[config.mk]
export PLATFORM = sky130hd
export DESIGN_NAME = bcseq_sequencer
export DESIGN_NICKNAME = d
export VERILOG_FILES = /design/src/bcseq_pkg.sv /design/src/bcseq_cond_eval.sv /design/src/bcseq_call_stack.sv /design/src/bcseq_sequencer.sv
export SDC_FILE = /design/constraint.sdc
export NUM_CORES = 1
export LEC_CHECK = 0
export BUFFER_PORTS_ARGS = -buffer_cell sky130_fd_sc_hd__buf_2
export CORE_MARGIN = 1.5
export CORE_UTILIZATION = 24
export CTS_BUF_LIST = sky130_fd_sc_hd__clkbuf_4 sky130_fd_sc_hd__clkbuf_8 sky130_fd_sc_hd__clkbuf_16
export DETAILED_ROUTE_END_ITERATION = 7
export MAX_ROUTING_LAYER = met4
export PLACE_DENSITY = 0.49
export SLEW_MARGIN = 20
export SYNTH_ARGS = -nofsm -noshare
export SYNTH_HDL_FRONTEND = slang
export SYNTH_HIERARCHICAL = 1
export SYNTH_SLANG_ARGS = --single-unit
[constraint.sdc]
create_clock -name i_ref_clk -period 5.2 [get_ports i_ref_clk]
set_input_delay 1.04 -clock i_ref_clk [delete_from_list [all_inputs] [get_ports i_ref_clk]]
set_output_delay 1.04 -clock i_ref_clk [all_outputs]
set_load 0.1 [all_outputs]
[src/bcseq_pkg.sv]
// constants, state encoding and op codes of the instruction sequencer
package bcseq_pkg;
  // word and address geometry
  localparam int unsigned WORD_W      = 16;
  localparam int unsigned STACK_DEPTH = 8;
  localparam int unsigned OP_MSB      = 14;
  localparam int unsigned OP_LSB      = 10;
  localparam int unsigned CC_INV      = 4;
  localparam int unsigned GP_N        = 8;
  localparam int unsigned MSG_ST_N    = 7;
  // op code word layout and list stepping
  localparam logic [15:0] LIST_STEP   = 16'h0002;
  localparam logic [15:0] PRM_OFS     = 16'h0001;
  localparam logic [15:0] TNM_OFS     = 16'h0003;
  // condition code values
  localparam logic [3:0]  CC_ALWAYS   = 4'hF;
  localparam logic [3:0]  CC_TWO_RETRY = 4'hE;
  localparam logic [3:0]  CC_MSG_BASE = 4'h8;
  // pending interrupt register
  localparam logic [15:0] PEND_ADDR   = 16'h0007;
  localparam logic [15:0] PEND_RESET  = 16'h0000;
  localparam int unsigned PEND_REQ_LSB = 0;
  localparam int unsigned PEND_REQ_MSB = 3;
  localparam int unsigned PEND_CSTK    = 4;
  // op codes
  localparam logic [4:0]  OP_EXEC     = 5'h01;
  localparam logic [4:0]  OP_JUMP     = 5'h02;
  localparam logic [4:0]  OP_CALL     = 5'h03;
  localparam logic [4:0]  OP_RET      = 5'h04;
  localparam logic [4:0]  OP_IRQ      = 5'h06;
  localparam logic [4:0]  OP_HALT     = 5'h07;
  localparam logic [4:0]  OP_FLAG     = 5'h0A;
  localparam logic [4:0]  OP_MSG_CMP  = 5'h0B;
  localparam logic [4:0]  OP_FRM_CMP  = 5'h0C;
  localparam logic [4:0]  OP_EXEC_FLIP = 5'h0D;
  localparam logic [4:0]  OP_LD_TTAG  = 5'h10;
  localparam logic [4:0]  OP_LD_FT    = 5'h11;
  localparam logic [4:0]  OP_FRAME    = 5'h12;
  localparam logic [4:0]  OP_TRIG     = 5'h13;
  // sequencer states
  typedef enum logic [3:0] {
    ST_IDLE, ST_RD_OP, ST_WT_OP, ST_RD_PRM, ST_WT_PRM, ST_EXEC,
    ST_RD_TNM, ST_WT_TNM, ST_MSG, ST_HOLD, ST_TRIG
  } bcseq_state_t;
endpackage

[src/bcseq_cond_eval.sv]
// condition code evaluation for conditional op codes
`timescale 1ns/1ps
`default_nettype none
module bcseq_cond_eval (
  input  wire logic [4:0] i_code,
  input  wire logic [7:0] i_gp,
  input  wire logic [6:0] i_msg_status,
  output logic            o_true
);
  logic [3:0] sel;
  logic       inv;
  logic       base;
  logic [2:0] mi;

  // pick the tested flag, then apply the inversion bit
  always_comb begin
    sel  = i_code[3:0];
    inv  = i_code[bcseq_pkg::CC_INV];
    mi   = 3'(sel - bcseq_pkg::CC_MSG_BASE);
    base = 1'b0;
    if (sel < bcseq_pkg::CC_MSG_BASE) begin
      base = i_gp[sel[2:0]];             // gp flags, compare results share 0 and 1
    end else if (sel == bcseq_pkg::CC_ALWAYS) begin
      base = 1'b1;
    end else begin
      base = i_msg_status[mi];
    end
    o_true = base ^ inv;
    if (sel == bcseq_pkg::CC_TWO_RETRY && inv) begin
      o_true = 1'b0;                     // undefined code treated as false
    end
  end
endmodule
`default_nettype wire

[src/bcseq_call_stack.sv]
// return address stack with overflow and underflow detection
`timescale 1ns/1ps
`default_nettype none
module bcseq_call_stack #(
  parameter int unsigned DEPTH = bcseq_pkg::STACK_DEPTH
) (
  input  wire logic        i_ref_clk,
  input  wire logic        i_rstn,
  input  wire logic        i_ce,
  input  wire logic        i_push,
  input  wire logic        i_pop,
  input  wire logic [15:0] i_push_addr,
  output logic [15:0]      o_top,
  output logic             o_fault
);
  localparam int unsigned CW = $clog2(DEPTH + 1);
  localparam logic [CW-1:0] FULL = CW'(DEPTH);

  typedef struct packed {
    logic [DEPTH-1:0][15:0] mem;
    logic [CW-1:0]          cnt;
  } bcseq_stk_t;

  bcseq_stk_t r;
  bcseq_stk_t n;
  logic       over;
  logic       under;

  // eight nested levels, no change on error
  always_comb begin
    n     = r;
    over  = i_push && (r.cnt == FULL);
    under = i_pop && (r.cnt == '0);
    if (i_push && !over) begin
      n.mem[r.cnt] = i_push_addr;
      n.cnt        = r.cnt + CW'(1);
    end else if (i_pop && !under) begin
      n.cnt = r.cnt - CW'(1);
    end
  end

  assign o_fault = over || under;
  assign o_top   = (r.cnt == '0) ? 16'h0000 : r.mem[r.cnt - CW'(1)];

  // state register, frozen while the clock enable is low
  always_ff @(posedge i_ref_clk or negedge i_rstn) begin
    if (!i_rstn) begin
      r <= '0;
    end else if (i_ce) begin
      r <= n;
    end
  end

  a_push_full_hold: assert property (@(posedge i_ref_clk) disable iff (!i_rstn)
    (i_ce && i_push && r.cnt == FULL) |=> (r.cnt == FULL && $stable(r.mem)))
    else $error("stack changed on overflowing push");
endmodule
`default_nettype wire

[src/bcseq_sequencer.sv]
// bus controller instruction list fetch, decode and execute
// What this block does
// - op code is the 5-bit field in bits 14 to 10.
// - four op codes run without testing the condition code.
// - all other op codes run only when the condition is true.
// - a false condition moves the pointer to the next op code.
// - the word after each op code is fetched as its parameter.
// - message execute takes the parameter as control block address.
// - call stack nests return addresses eight levels deep.
// - stack overflow or underflow raises fault interrupt when enabled.
// - interrupt request writes 4-bit code to pending bits 3-0.
// - flag set/clear/toggle, time tag load, frame time load, frame start.
// - wait for trigger then frame start; frame and message time compares.
// - message execute is op code 0x01, else continue at next.
// - nonzero fourth block word loads and starts message countdown.
// - next op code waits until message countdown reaches zero.
// - compare outcomes change only when a compare, flag or flip op completes.
// - code 0xF is always, or never when bit 4 is set.
// - call, op code 0x03, pushes next address and jumps.
// - return, op code 0x04, pops and continues at popped address.
// - halt, op code 0x07, stops until a new start.
`timescale 1ns/1ps
`default_nettype none
module bcseq_sequencer (
  input  wire logic        i_ref_clk,
  input  wire logic        i_rstn,
  input  wire logic        i_ce,
  input  wire logic        i_bc_start,
  input  wire logic [15:0] i_list_base,
  output logic             o_running,
  output logic             o_ram_rd,
  output logic [15:0]      o_ram_addr,
  input  wire logic        i_ram_valid,
  input  wire logic [15:0] i_ram_rdata,
  output logic             o_msg_start,
  output logic [15:0]      o_msg_addr,
  input  wire logic        i_msg_done,
  input  wire logic [6:0]  i_msg_status,
  input  wire logic        i_tnm_tick,
  output logic [15:0]      o_tnm,
  input  wire logic [15:0] i_frame_time,
  output logic             o_frame_start,
  output logic             o_ttag_load,
  output logic             o_ft_load,
  output logic [15:0]      o_load_value,
  input  wire logic        i_ext_trigger,
  output logic [7:0]       o_gp_flags,
  input  wire logic        i_cstk_irq_en,
  input  wire logic        i_pend_rd,
  output logic [15:0]      o_pend_irq
);
  typedef struct packed {
    bcseq_pkg::bcseq_state_t st;
    logic [15:0] ptr;
    logic [15:0] rd_addr;
    logic [15:0] opw;
    logic [15:0] prm;
    logic [15:0] tnm;
    logic [7:0]  gp;
    logic [15:0] pend;
    logic        msg_start;
    logic        frame_start;
    logic        ttag_load;
    logic        ft_load;
    logic [15:0] load_val;
    logic [1:0]  trig_sync;
    logic        trig_prev;
  } bcseq_seq_t;

  bcseq_seq_t  r;
  bcseq_seq_t  n;
  logic [4:0]  op;
  logic        cc_true;
  logic        uncond;
  logic        go;
  logic        in_exec;
  logic        push;
  logic        pop;
  logic [15:0] nxt;
  logic [15:0] stk_top;
  logic        stk_fault;
  logic [7:0]  fs;
  logic [7:0]  fc;

  assign op      = r.opw[bcseq_pkg::OP_MSB:bcseq_pkg::OP_LSB];
  assign in_exec = (r.st == bcseq_pkg::ST_EXEC);
  assign nxt     = r.ptr + bcseq_pkg::LIST_STEP;
  assign uncond  = (op == bcseq_pkg::OP_MSG_CMP) || (op == bcseq_pkg::OP_FRM_CMP) ||
                   (op == bcseq_pkg::OP_FLAG) || (op == bcseq_pkg::OP_EXEC_FLIP);
  assign go      = uncond || cc_true;
  assign push    = in_exec && go && (op == bcseq_pkg::OP_CALL);
  assign pop     = in_exec && go && (op == bcseq_pkg::OP_RET);
  assign fs      = r.prm[7:0];
  assign fc      = r.prm[15:8];

  bcseq_cond_eval u_cond (
    .i_code       (r.opw[4:0]),
    .i_gp         (r.gp),
    .i_msg_status (i_msg_status),
    .o_true       (cc_true)
  );

  bcseq_call_stack #(
    .DEPTH (bcseq_pkg::STACK_DEPTH)
  ) u_stack (
    .i_ref_clk   (i_ref_clk),
    .i_rstn      (i_rstn),
    .i_ce        (i_ce),
    .i_push      (push),
    .i_pop       (pop),
    .i_push_addr (nxt),
    .o_top       (stk_top),
    .o_fault     (stk_fault)
  );

  // next state of the sequencer
  always_comb begin
    n             = r;
    n.msg_start   = 1'b0;
    n.frame_start = 1'b0;
    n.ttag_load   = 1'b0;
    n.ft_load     = 1'b0;
    n.trig_sync   = {r.trig_sync[0], i_ext_trigger};
    n.trig_prev   = r.trig_sync[1];
    if (i_tnm_tick && r.tnm != 16'h0000) begin
      n.tnm = r.tnm - 16'h0001;             // message countdown
    end
    if (i_pend_rd) begin
      n.pend = bcseq_pkg::PEND_RESET;       // read clears, later sets win
    end
    if (stk_fault && i_cstk_irq_en) begin
      n.pend[bcseq_pkg::PEND_CSTK] = 1'b1;
    end
    case (r.st)
      bcseq_pkg::ST_IDLE: begin
        if (i_bc_start) begin
          n.ptr     = i_list_base;
          n.rd_addr = i_list_base;
          n.st      = bcseq_pkg::ST_RD_OP;
        end
      end
      bcseq_pkg::ST_RD_OP: n.st = bcseq_pkg::ST_WT_OP;
      bcseq_pkg::ST_WT_OP: begin
        if (i_ram_valid) begin
          n.opw     = i_ram_rdata;
          n.rd_addr = r.ptr + bcseq_pkg::PRM_OFS;
          n.st      = bcseq_pkg::ST_RD_PRM;
        end
      end
      bcseq_pkg::ST_RD_PRM: n.st = bcseq_pkg::ST_WT_PRM;
      bcseq_pkg::ST_WT_PRM: begin
        if (i_ram_valid) begin
          n.prm = i_ram_rdata;
          n.st  = bcseq_pkg::ST_EXEC;
        end
      end
      bcseq_pkg::ST_EXEC: begin
        // default advance past op code and parameter
        n.ptr     = nxt;
        n.rd_addr = nxt;
        n.st      = bcseq_pkg::ST_RD_OP;
        if (go) begin
          case (op)
            // message execute reads block word four
            bcseq_pkg::OP_EXEC, bcseq_pkg::OP_EXEC_FLIP: begin
              n.rd_addr = r.prm + bcseq_pkg::TNM_OFS;
              n.st      = bcseq_pkg::ST_RD_TNM;
              if (op == bcseq_pkg::OP_EXEC_FLIP) begin
                n.gp[r.opw[2:0]] = ~r.gp[r.opw[2:0]];
              end
            end
            bcseq_pkg::OP_JUMP: begin
              n.ptr     = r.prm;
              n.rd_addr = r.prm;
            end
            // call jumps unless the push faulted
            bcseq_pkg::OP_CALL: begin
              if (!stk_fault) begin
                n.ptr     = r.prm;
                n.rd_addr = r.prm;
              end
            end
            bcseq_pkg::OP_RET: begin
              if (!stk_fault) begin
                n.ptr     = stk_top;
                n.rd_addr = stk_top;
              end
            end
            bcseq_pkg::OP_IRQ: begin
              if (r.prm[3:0] != 4'h0) begin
                n.pend[bcseq_pkg::PEND_REQ_MSB:bcseq_pkg::PEND_REQ_LSB] = r.prm[3:0];
              end
            end
            bcseq_pkg::OP_HALT: n.st = bcseq_pkg::ST_IDLE;
            // flag set, clear, toggle when both
            bcseq_pkg::OP_FLAG: n.gp = ((r.gp | fs) & ~fc) | (~r.gp & fs & fc);
            // compare results land in flags 0 and 1
            bcseq_pkg::OP_MSG_CMP: begin
              n.gp[0] = (r.tnm < r.prm);
              n.gp[1] = (r.tnm == r.prm);
            end
            bcseq_pkg::OP_FRM_CMP: begin
              n.gp[0] = (i_frame_time < r.prm);
              n.gp[1] = (i_frame_time == r.prm);
            end
            bcseq_pkg::OP_LD_TTAG: begin
              n.ttag_load = 1'b1;
              n.load_val  = r.prm;
            end
            bcseq_pkg::OP_LD_FT: begin
              n.ft_load  = 1'b1;
              n.load_val = r.prm;
            end
            bcseq_pkg::OP_FRAME: n.frame_start = 1'b1;
            bcseq_pkg::OP_TRIG: n.st = bcseq_pkg::ST_TRIG;
            default: ;
          endcase
        end
      end
      bcseq_pkg::ST_RD_TNM: n.st = bcseq_pkg::ST_WT_TNM;
      bcseq_pkg::ST_WT_TNM: begin
        if (i_ram_valid) begin
          if (i_ram_rdata != 16'h0000) begin
            n.tnm = i_ram_rdata;
          end
          n.msg_start = 1'b1;
          n.st        = bcseq_pkg::ST_MSG;
        end
      end
      bcseq_pkg::ST_MSG: begin
        if (i_msg_done) begin
          n.st = bcseq_pkg::ST_HOLD;
        end
      end
      // hold fetch until countdown is zero
      bcseq_pkg::ST_HOLD: begin
        if (r.tnm == 16'h0000) begin
          n.rd_addr = r.ptr;
          n.st      = bcseq_pkg::ST_RD_OP;
        end
      end
      bcseq_pkg::ST_TRIG: begin
        if (r.trig_sync[1] && !r.trig_prev) begin
          n.frame_start = 1'b1;
          n.st          = bcseq_pkg::ST_RD_OP;
        end
      end
      default: n.st = bcseq_pkg::ST_IDLE;
    endcase
  end

  // state register, frozen while the clock enable is low
  always_ff @(posedge i_ref_clk or negedge i_rstn) begin
    if (!i_rstn) begin
      r <= '0;
    end else if (i_ce) begin
      r <= n;
    end
  end

  // outputs
  assign o_running     = (r.st != bcseq_pkg::ST_IDLE);
  assign o_ram_rd      = (r.st == bcseq_pkg::ST_RD_OP) || (r.st == bcseq_pkg::ST_RD_PRM) ||
                         (r.st == bcseq_pkg::ST_RD_TNM);
  assign o_ram_addr    = r.rd_addr;
  // control block address is the parameter
  assign o_msg_addr    = r.prm;
  assign o_msg_start   = r.msg_start;
  assign o_tnm         = r.tnm;
  assign o_frame_start = r.frame_start;
  assign o_ttag_load   = r.ttag_load;
  assign o_ft_load     = r.ft_load;
  assign o_load_value  = r.load_val;
  assign o_gp_flags    = r.gp;
  assign o_pend_irq    = r.pend;

  a_skip_false_step: assert property (@(posedge i_ref_clk) disable iff (!i_rstn)
    (i_ce && in_exec && !go) |=> (r.ptr == $past(r.ptr) + 16'h0002 && o_ram_rd))
    else $error("false condition did not skip two words");

  a_msg_cmp_result: assert property (@(posedge i_ref_clk) disable iff (!i_rstn)
    (i_ce && in_exec && op == bcseq_pkg::OP_MSG_CMP)
    |=> (r.gp[1] == ($past(r.tnm) == $past(r.prm))))
    else $error("message time compare result wrong");

  a_cmp_stable: assert property (@(posedge i_ref_clk) disable iff (!i_rstn)
    (!in_exec || !i_ce) |=> $stable(r.gp))
    else $error("flags changed outside an op code");

  a_exec_block_rd: assert property (@(posedge i_ref_clk) disable iff (!i_rstn)
    (i_ce && in_exec && cc_true && op == bcseq_pkg::OP_EXEC)
    |=> (o_ram_rd && o_ram_addr == $past(r.prm) + 16'h0003))
    else $error("block word four not fetched");

  a_tnm_hold: assert property (@(posedge i_ref_clk) disable iff (!i_rstn)
    (r.st == bcseq_pkg::ST_HOLD && r.tnm != 16'h0000) |=> !o_ram_rd)
    else $error("fetch before countdown ended");

  a_irq_code: assert property (@(posedge i_ref_clk) disable iff (!i_rstn)
    (i_ce && in_exec && cc_true && op == bcseq_pkg::OP_IRQ && r.prm[3:0] != 4'h0)
    |=> (o_pend_irq[3:0] == $past(r.prm[3:0])))
    else $error("interrupt code not posted");

  a_cstk_report: assert property (@(posedge i_ref_clk) disable iff (!i_rstn)
    (i_ce && stk_fault && i_cstk_irq_en) |=> o_pend_irq[bcseq_pkg::PEND_CSTK])
    else $error("stack fault not reported");

  a_halt_stop: assert property (@(posedge i_ref_clk) disable iff (!i_rstn)
    (i_ce && in_exec && cc_true && op == bcseq_pkg::OP_HALT) |=> !o_running)
    else $error("halt did not stop");

  a_call_jump: assert property (@(posedge i_ref_clk) disable iff (!i_rstn)
    (i_ce && push && !stk_fault) |=> (r.ptr == $past(r.prm)))
    else $error("call did not jump");

  a_never_code: assert property (@(posedge i_ref_clk) disable iff (!i_rstn)
    (r.opw[4:0] == 5'h1F) |-> !cc_true)
    else $error("never code tested true");
endmodule
`default_nettype wire

# ---- After elaboration in Yosys (flattened, before gate mapping)
# Index checks and enable logic that the tools add are counted.
dict set report word_totals {
  elab_cells 196
  out_inout_bits 94
  register_bits 252
  inputBits 65
}
dict set report classes {
  muxes 59
  addsub 7
  n_lt_le_gt_ge 9
  n_eq_ne 37
  reduce_logical 49
  bitwise_logic 9
}
# op n
set op_table {}
lappend op_table {{16-bit two-way mux} 9}
lappend op_table {{128-bit bitwise mux} 1}
lappend op_table {{16-bit one-hot mux with 4 select lines} 2}
lappend op_table {{32-bit two-way mux} 3}
lappend op_table {{36-bit two-way mux} 2}
lappend op_table {{16-bit binary-select mux with 3-bit select} 1}
lappend op_table {{16-bit demux with 3-bit select} 1}
lappend op_table {{4-bit two-way mux} 12}
lappend op_table {{16-bit one-hot mux with 3 select lines} 1}
lappend op_table {{4-bit one-hot mux with 11 select lines} 1}
lappend op_table {{16-bit by 2-bit adder with 16-bit output, second input constant} 2}
lappend op_table {{16-bit equality test} 2}
lappend op_table {{16-bit less-than comparator} 2}
lappend op_table {{16-bit one-hot mux with 2 select lines} 1}
lappend op_table {{16-bit nonzero test} 2}
lappend op_table {{8-bit bitwise AND} 3}
lappend op_table {{4-bit equality test, second input constant} 6}
lappend op_table {{5-bit by 4-bit equality test with 1-bit output, second input constant} 4}
lappend op_table {{5-bit equality test, second input constant} 4}
lappend op_table {{19-bit two-way mux} 1}
lappend op_table {{18-bit two-way mux} 1}
lappend op_table {{16-bit by 1-bit adder with 16-bit output, second input constant} 1}
lappend op_table {{4-bit by 3-bit equality test with 1-bit output, second input constant} 4}
lappend op_table {{16-bit logical NOT} 1}
lappend op_table {{other kinds (40)} 103}

# ---- Longest topological paths before layout
dict set report logic_depth {
  depth_word 16
  ltp_mapped 16
  ltp_nobuf 14
}

# ---- Cells and area by module
# The synthesis kept the hierarchy.
# mod cells_each n_inst area_per_inst_um2
set by_module_without_submodules {}
lappend by_module_without_submodules {bcseq_sequencer 1062 1 8987.4}
lappend by_module_without_submodules {bcseq_call_stack 411 1 6178.4}
lappend by_module_without_submodules {bcseq_cond_eval 15 1 170.2}

# ---- Least setup slack after synthesis
# No wires, ideal clock.
dict set report synth_timing {
  path_type {input-to-reg}
  start {input port i_msg_status[2]}
  end {register r (netlist bit o_ram_addr[1])}
  path_stages 16
  required_time_ps 5065
  path_slack_ps 751
  t_arrival_ps 4315
  cell_sequence {mux4_1 > nand2b_1 > nand3_1 > o211ai_1 > nor3b_1 > nand2_1 > nor3_1 > clkbuf_1 > mux2i_1 > nor2_1 > a2111oi_4 > buf_2 > a222oi_1 > o211ai_1 > a31oi_1 > o31ai_1}
}
dict set report synth_between {
  elab_chain_cells 15
}
# item line
set synth_rtl {}
lappend synth_rtl {{start: declaration} bcseq_sequencer.sv:38} ;# input wire logic [6:0] i_msg_status,
lappend synth_rtl {{1-bit binary-select mux with 3-bit select (*)} bcseq_cond_eval.sv:26} ;# base = i_msg_status[mi];
lappend synth_rtl {{1-bit two-way mux (not written as such) (*)} bcseq_cond_eval.sv:26}
lappend synth_rtl {{1-bit two-way mux (*)} bcseq_cond_eval.sv:23} ;# end else if (sel == bcseq_pkg::CC_ALWAYS) begin
lappend synth_rtl {{1-bit two-way mux (*)} bcseq_cond_eval.sv:21} ;# if (sel < bcseq_pkg::CC_MSG_BASE) begin
lappend synth_rtl {{1-bit bitwise XOR (*)} bcseq_cond_eval.sv:28} ;# o_true = base ^ inv;
lappend synth_rtl {{1-bit two-way mux (*)} bcseq_cond_eval.sv:29} ;# if (sel == bcseq_pkg::CC_TWO_RETRY && inv) begin
lappend synth_rtl {{named net cc_true} bcseq_sequencer.sv:73} ;# logic cc_true;
lappend synth_rtl {{1-bit logical OR (*)} bcseq_sequencer.sv:90} ;# assign go = uncond || cc_true;
lappend synth_rtl {{1-bit logical AND (*) (2 in a row)} bcseq_sequencer.sv:91} ;# assign push = in_exec && go && (op == bcseq_pkg::OP_CALL);
lappend synth_rtl {{named net push} bcseq_sequencer.sv:77} ;# logic push;
lappend synth_rtl {{1-bit logical AND (*)} bcseq_call_stack.sv:32} ;# over = i_push && (r.cnt == FULL);
lappend synth_rtl {{1-bit logical OR (*)} bcseq_call_stack.sv:42} ;# assign o_fault = over || under;
lappend synth_rtl {{named net stk_fault} bcseq_sequencer.sv:81} ;# logic stk_fault;
lappend synth_rtl {{32-bit two-way mux, on equally long branches} {bcseq_sequencer.sv:184, bcseq_sequencer.sv:178}}
lappend synth_rtl {{16-bit one-hot mux with 4 select lines (*)} bcseq_sequencer.sv:163} ;# case (op)
lappend synth_rtl {{36-bit two-way mux (*)} bcseq_sequencer.sv:162} ;# if (go) begin
lappend synth_rtl {{16-bit one-hot mux with 4 select lines (*)} bcseq_sequencer.sv:134} ;# case (r.st)
lappend synth_rtl {{end signal: assignment} bcseq_sequencer.sv:257} ;# r <= n;
lappend synth_rtl {{end: declaration} bcseq_sequencer.sv:70} ;# bcseq_seq_t r;
# The timed path passes the listed nets; every way through them passes the cells marked *. The select of a mux whose other input is x is not followed.
# A chain may end at the register's enable or synchronous reset.

# ---- Worst setup path after layout
dict set report layout_timing {
  start {register r (netlist bit o_gp_flags[3])}
  end {register u_stack/r[61] (netlist bit)}
}
dict set report layout_between {
  elab_chain_cells 12
}
# item line
set layout_rtl {}
lappend layout_rtl {{1-bit binary-select mux with 3-bit select (*)} bcseq_cond_eval.sv:22} ;# base = i_gp[sel[2:0]];
lappend layout_rtl {{1-bit two-way mux (not written as such) (*)} bcseq_cond_eval.sv:22}
lappend layout_rtl {{1-bit two-way mux (*)} bcseq_cond_eval.sv:21}
lappend layout_rtl {{1-bit bitwise XOR (*)} bcseq_cond_eval.sv:28}
lappend layout_rtl {{1-bit two-way mux (*)} bcseq_cond_eval.sv:29}
lappend layout_rtl {{named net cc_true} bcseq_sequencer.sv:73}
lappend layout_rtl {{1-bit logical OR (*)} bcseq_sequencer.sv:90}
lappend layout_rtl {{1-bit logical AND (*) (2 in a row)} bcseq_sequencer.sv:91}
lappend layout_rtl {{named net push} bcseq_sequencer.sv:77}
lappend layout_rtl {{1-bit logical AND} bcseq_call_stack.sv:32}
lappend layout_rtl {{1-bit logical NOT} bcseq_call_stack.sv:34} ;# if (i_push && !over) begin
lappend layout_rtl {{1-bit logical AND (*)} bcseq_call_stack.sv:34}
lappend layout_rtl {{2-bit AND reduction (no line) (*)} --}
lappend layout_rtl {{end signal: assignment} bcseq_call_stack.sv:50} ;# r <= n;
lappend layout_rtl {{end: declaration} bcseq_call_stack.sv:24} ;# bcseq_stk_t r;
# Marked as above.

==> results.json <==
{
  "status": "complete, no violations",
  "firstDrtPassIters": 7,
  "design.die.area_sq_um": 65430,
  "cts_tree": "built",
  "power_mw": 10.39,
  "grt_remaining_overflow": 0,
  "grt_max_degree": 111,
  "antenna_found_initial": 1,
  "synth_flop_cell": "dfrtp_1",
  "rows": 92,
  "highest_layer": "met4",
  "io_pins": 159,
  "met2WireLength_mm": 24.95,
  "vias": 12290,
  "vias_per_cell": 5.105,
  "synth.area.mux_share_pct": 18.06,
  "antenna_left": 0,
  "synth-edff-count": 0,
  "fmax_mhz": 221.1,
  "synth_top_family_by_area": "multiplexers",
  "ys_seq_area_share_pct": 40.14,
  "first_iter_violations": 984,
  "cts_buffer_depth": 3,
  "grt_pass1_wl_mm": 81.52,
  "maxCapViolCount": 0,
  "post-route-period-util_pct": 86.99,
  "min_path_type": "flip-flop to flip-flop",
  "syn_area_per_cell_sq_um": 10.31,
  "die_width_um": 255.8,
  "tns_ns": 0,
  "layout-drive-gt1-share_pct": 29.85,
  "clock-sinks": 246,
  "yosysTopAreaCellShare_pct": 40.14,
  "max_slew_margin_pct": 25.70,
  "met1_length_mm": 25.10,
  "wl_per_cell_um": 22.60,
  "crit_arrival_ns": 5.01,
  "cp_max_fo": 11,
  "nets": 1643,
  "async_flop_share_pct": 100.0,
  "synth_compound_area_share_pct": 16.13,
  "whs_path_depth": 2,
  "timing.final.crit_period_ns": 4.524,
  "port_buffers": 147,
  "cts_hold_buffers": 0,
  "hold_viol": 0,
  "syn_to_final_growth_pct": 14.20,
  "synthCells": 1488,
  "critical_path_class": "flip-flop to flip-flop",
  "p_leak_nw": 7.750,
  "cts-resized-gates": 0,
  "rr_worst_depth": 13,
  "power.density_nw_per_um2": 593.2,
  "antennaDiodeCount": 0,
  "synth_cell_types": 93,
  "finalSetupViolCount": 0,
  "cts_root_buf": "clkbuf_16",
  "worstSkewPairLatency_ns": 0.62,
  "clock_skew_ns": 0.05420,
  "yosysMostFrequentCell": "dfrtp_1",
  "rsz0062_at_grt": "no",
  "dpl.hpwl_mm": 39.16,
  "yosysTopAreaCell": "dfrtp_1",
  "synth-xor-area-share_pct": 1.770,
  "met3_wirelength_mm": 2.914,
  "worstSetupStartpointType": "flip-flop",
  "synth-simple-area-share_pct": 11.90,
  "path_clk_slew_ns": 0.06,
  "htreeDepth": 1,
  "start_util_pct": 24.31,
  "cts-buffers-inserted": 30,
  "wl_mm": 54.41,
  "cts_setup_buffers": 0,
  "final_max_slew_viol_count": 0,
  "critPathCaptureType": "flip-flop",
  "grt_usage_pct": 16.71,
  "synthTopCellsByCount": "dfrtp_1, mux2_2, nand2_1",
  "ys_warn_count": 6,
  "final.fill_count": 6680,
  "gp_congestion": 0.9071,
  "synthTopCellsByArea": "dfrtp_1, mux2_2, mux4_2",
  "cp.required_ns": 5.69,
  "die-height_um": 255.8,
  "grt_pass1_vias": 12130,
  "peakVddDrop_mv": 0.2494,
  "synth-seq-cells": 246,
  "worstMarginPinSlew_ns": 1.107,
  "syn_area_sq_um": 15340,
  "core_area_sq_um": 63080,
  "drc": 0,
  "synthAdderAreaFrac_pct": 3.345
}
## routing by layer
layer	global-route usage, %	up-vias
met5	-	-
met4	4.964	0
met3	2.694	74
met2	25.80	404
met1	22.47	6261
li1	-	5548
## critical path: stages (launching register included)
cell      delay [ns]
dfrtp_1         0.45
mux4_1          0.52
mux2i_1         0.26
xor2_1          0.11
o211ai_1        0.41
nor3b_1         0.38
nand2_1         0.18
nor3_1          0.31
buf_4           0.23
nand2_1         0.08
nor3_1          0.36
and3_1          0.53
buf_4           0.26
mux2_2          0.35
## power breakdown
| part | total (mW) | switching [mW] | leakage, nW | internal, mW |
|---|---|---|---|---|
| clock network | 2.24 | 0.876 | 0.527 | 1.36 |
| registers | 3.01 | 0.776 | 3.28 | 2.23 |
| logic | 5.14 | 3.86 | 3.95 | 1.28 |
| total | 10.4 | 5.51 | 7.75 | 4.88 |
## flip-flops by register name, indices dropped and copies added (netlist names)
register / flops
n: 2
o_frame_start: 1
o_ft_load: 1
o_gp_flags: 8
o_load_value: 16
o_msg_addr: 16
o_msg_start: 1
o_pend_irq: 5
o_ram_addr: 16
o_tnm: 16
o_ttag_load: 1
op: 5
r: 26
u_stack/r: 132
## per-stage QoR
step	cells	setup WS [ns]	util (%)	instance area [sq um]	hold WS (ns)
after detailed placement	2350	0.4020	26.00	16400	0.4660
after CTS	2406	0.7448	27.70	17480	0.4780
after floorplan	1498	0.7506	-	15370	0.4491
after global placement	2350	0.4471	26.00	16400	0.4564
after global routing	2407	0.5198	27.77	17510	0.5072
final	2407	0.6765	27.77	17510	0.4732
## path summary, 6_finish.rpt
kind	start	to	slack, ns
worst max-delay path	o_gp_flags[3]	u_stack/r[61]	0.68
worst min-delay path	o_load_value[8]	o_load_value[8]	0.47
worst max register to register	o_gp_flags[3]	u_stack/r[61]	0.68
worst min register to register	o_load_value[8]	o_load_value[8]	0.47
max in group asynchronous	i_rstn	o_msg_addr[8]	3.51
min in group asynchronous	i_rstn	u_stack/r[39]	0.54
## cells in the final DEF, fill, tap and decap left out, types with 7 or more instances in the layout
cell type / netlist / routed
xor2_1: 15 / 13
nor3_1: 37 / 36
nand2_1: 101 / 101
nand2b_1: 17 / 17
o21ai_0: 81 / 81
buf_4: 92 / 34
conb_1: 1 / 11
nand3_1: 32 / 32
nor2_1: 67 / 66
o211ai_1: 11 / 11
a31oi_1: 17 / 17
mux2i_1: 12 / 12
dfrtp_1: 246 / 245
mux2_4: 10 / 10
nor4_1: 20 / 20
xnor2_1: 16 / 14
a211oi_1: 10 / 10
nor2b_1: 12 / 12
and3_1: 7 / 7
a21oi_1: 65 / 64
a22oi_1: 7 / 7
a22o_1: 15 / 15
mux4_2: 32 / 32
buf_2: 22 / 146
nand4_1: 21 / 21
inv_1: 66 / 66
mux2_2: 151 / 151
a21o_1: 10 / 10
o22ai_1: 29 / 29
clkbuf_16: 0 / 30
clkbuf_8: 0 / 7
ha_1: 41 / 41
a221o_1: 10 / 10
clkbuf_4: 0 / 9
o31ai_1: 14 / 14
o21ai_1: 8 / 8
## cell families after synthesis
family / Yosys count
adder cells (fa/ha/maj): 41
XOR/XNOR: 31
AO/OA/AOI/OAI: 361
AND/OR/NAND/NOR: 355
flip-flops: 246
buffers and inverters: 245
multiplexers: 208
other: 1
## final cells by class
class	instances	area [sq um]	share of cell area, %
tap	846	1059	6.044
timing repair buffer	183	1032	5.894
clock inverter	10	157.7	0.9001
inverter	69	259.0	1.479
clock buffer	46	914.6	5.222
multi-input combinational	1007	7935	45.31
sequential	246	6157	35.16
Power figures use the tool's default switching activity.
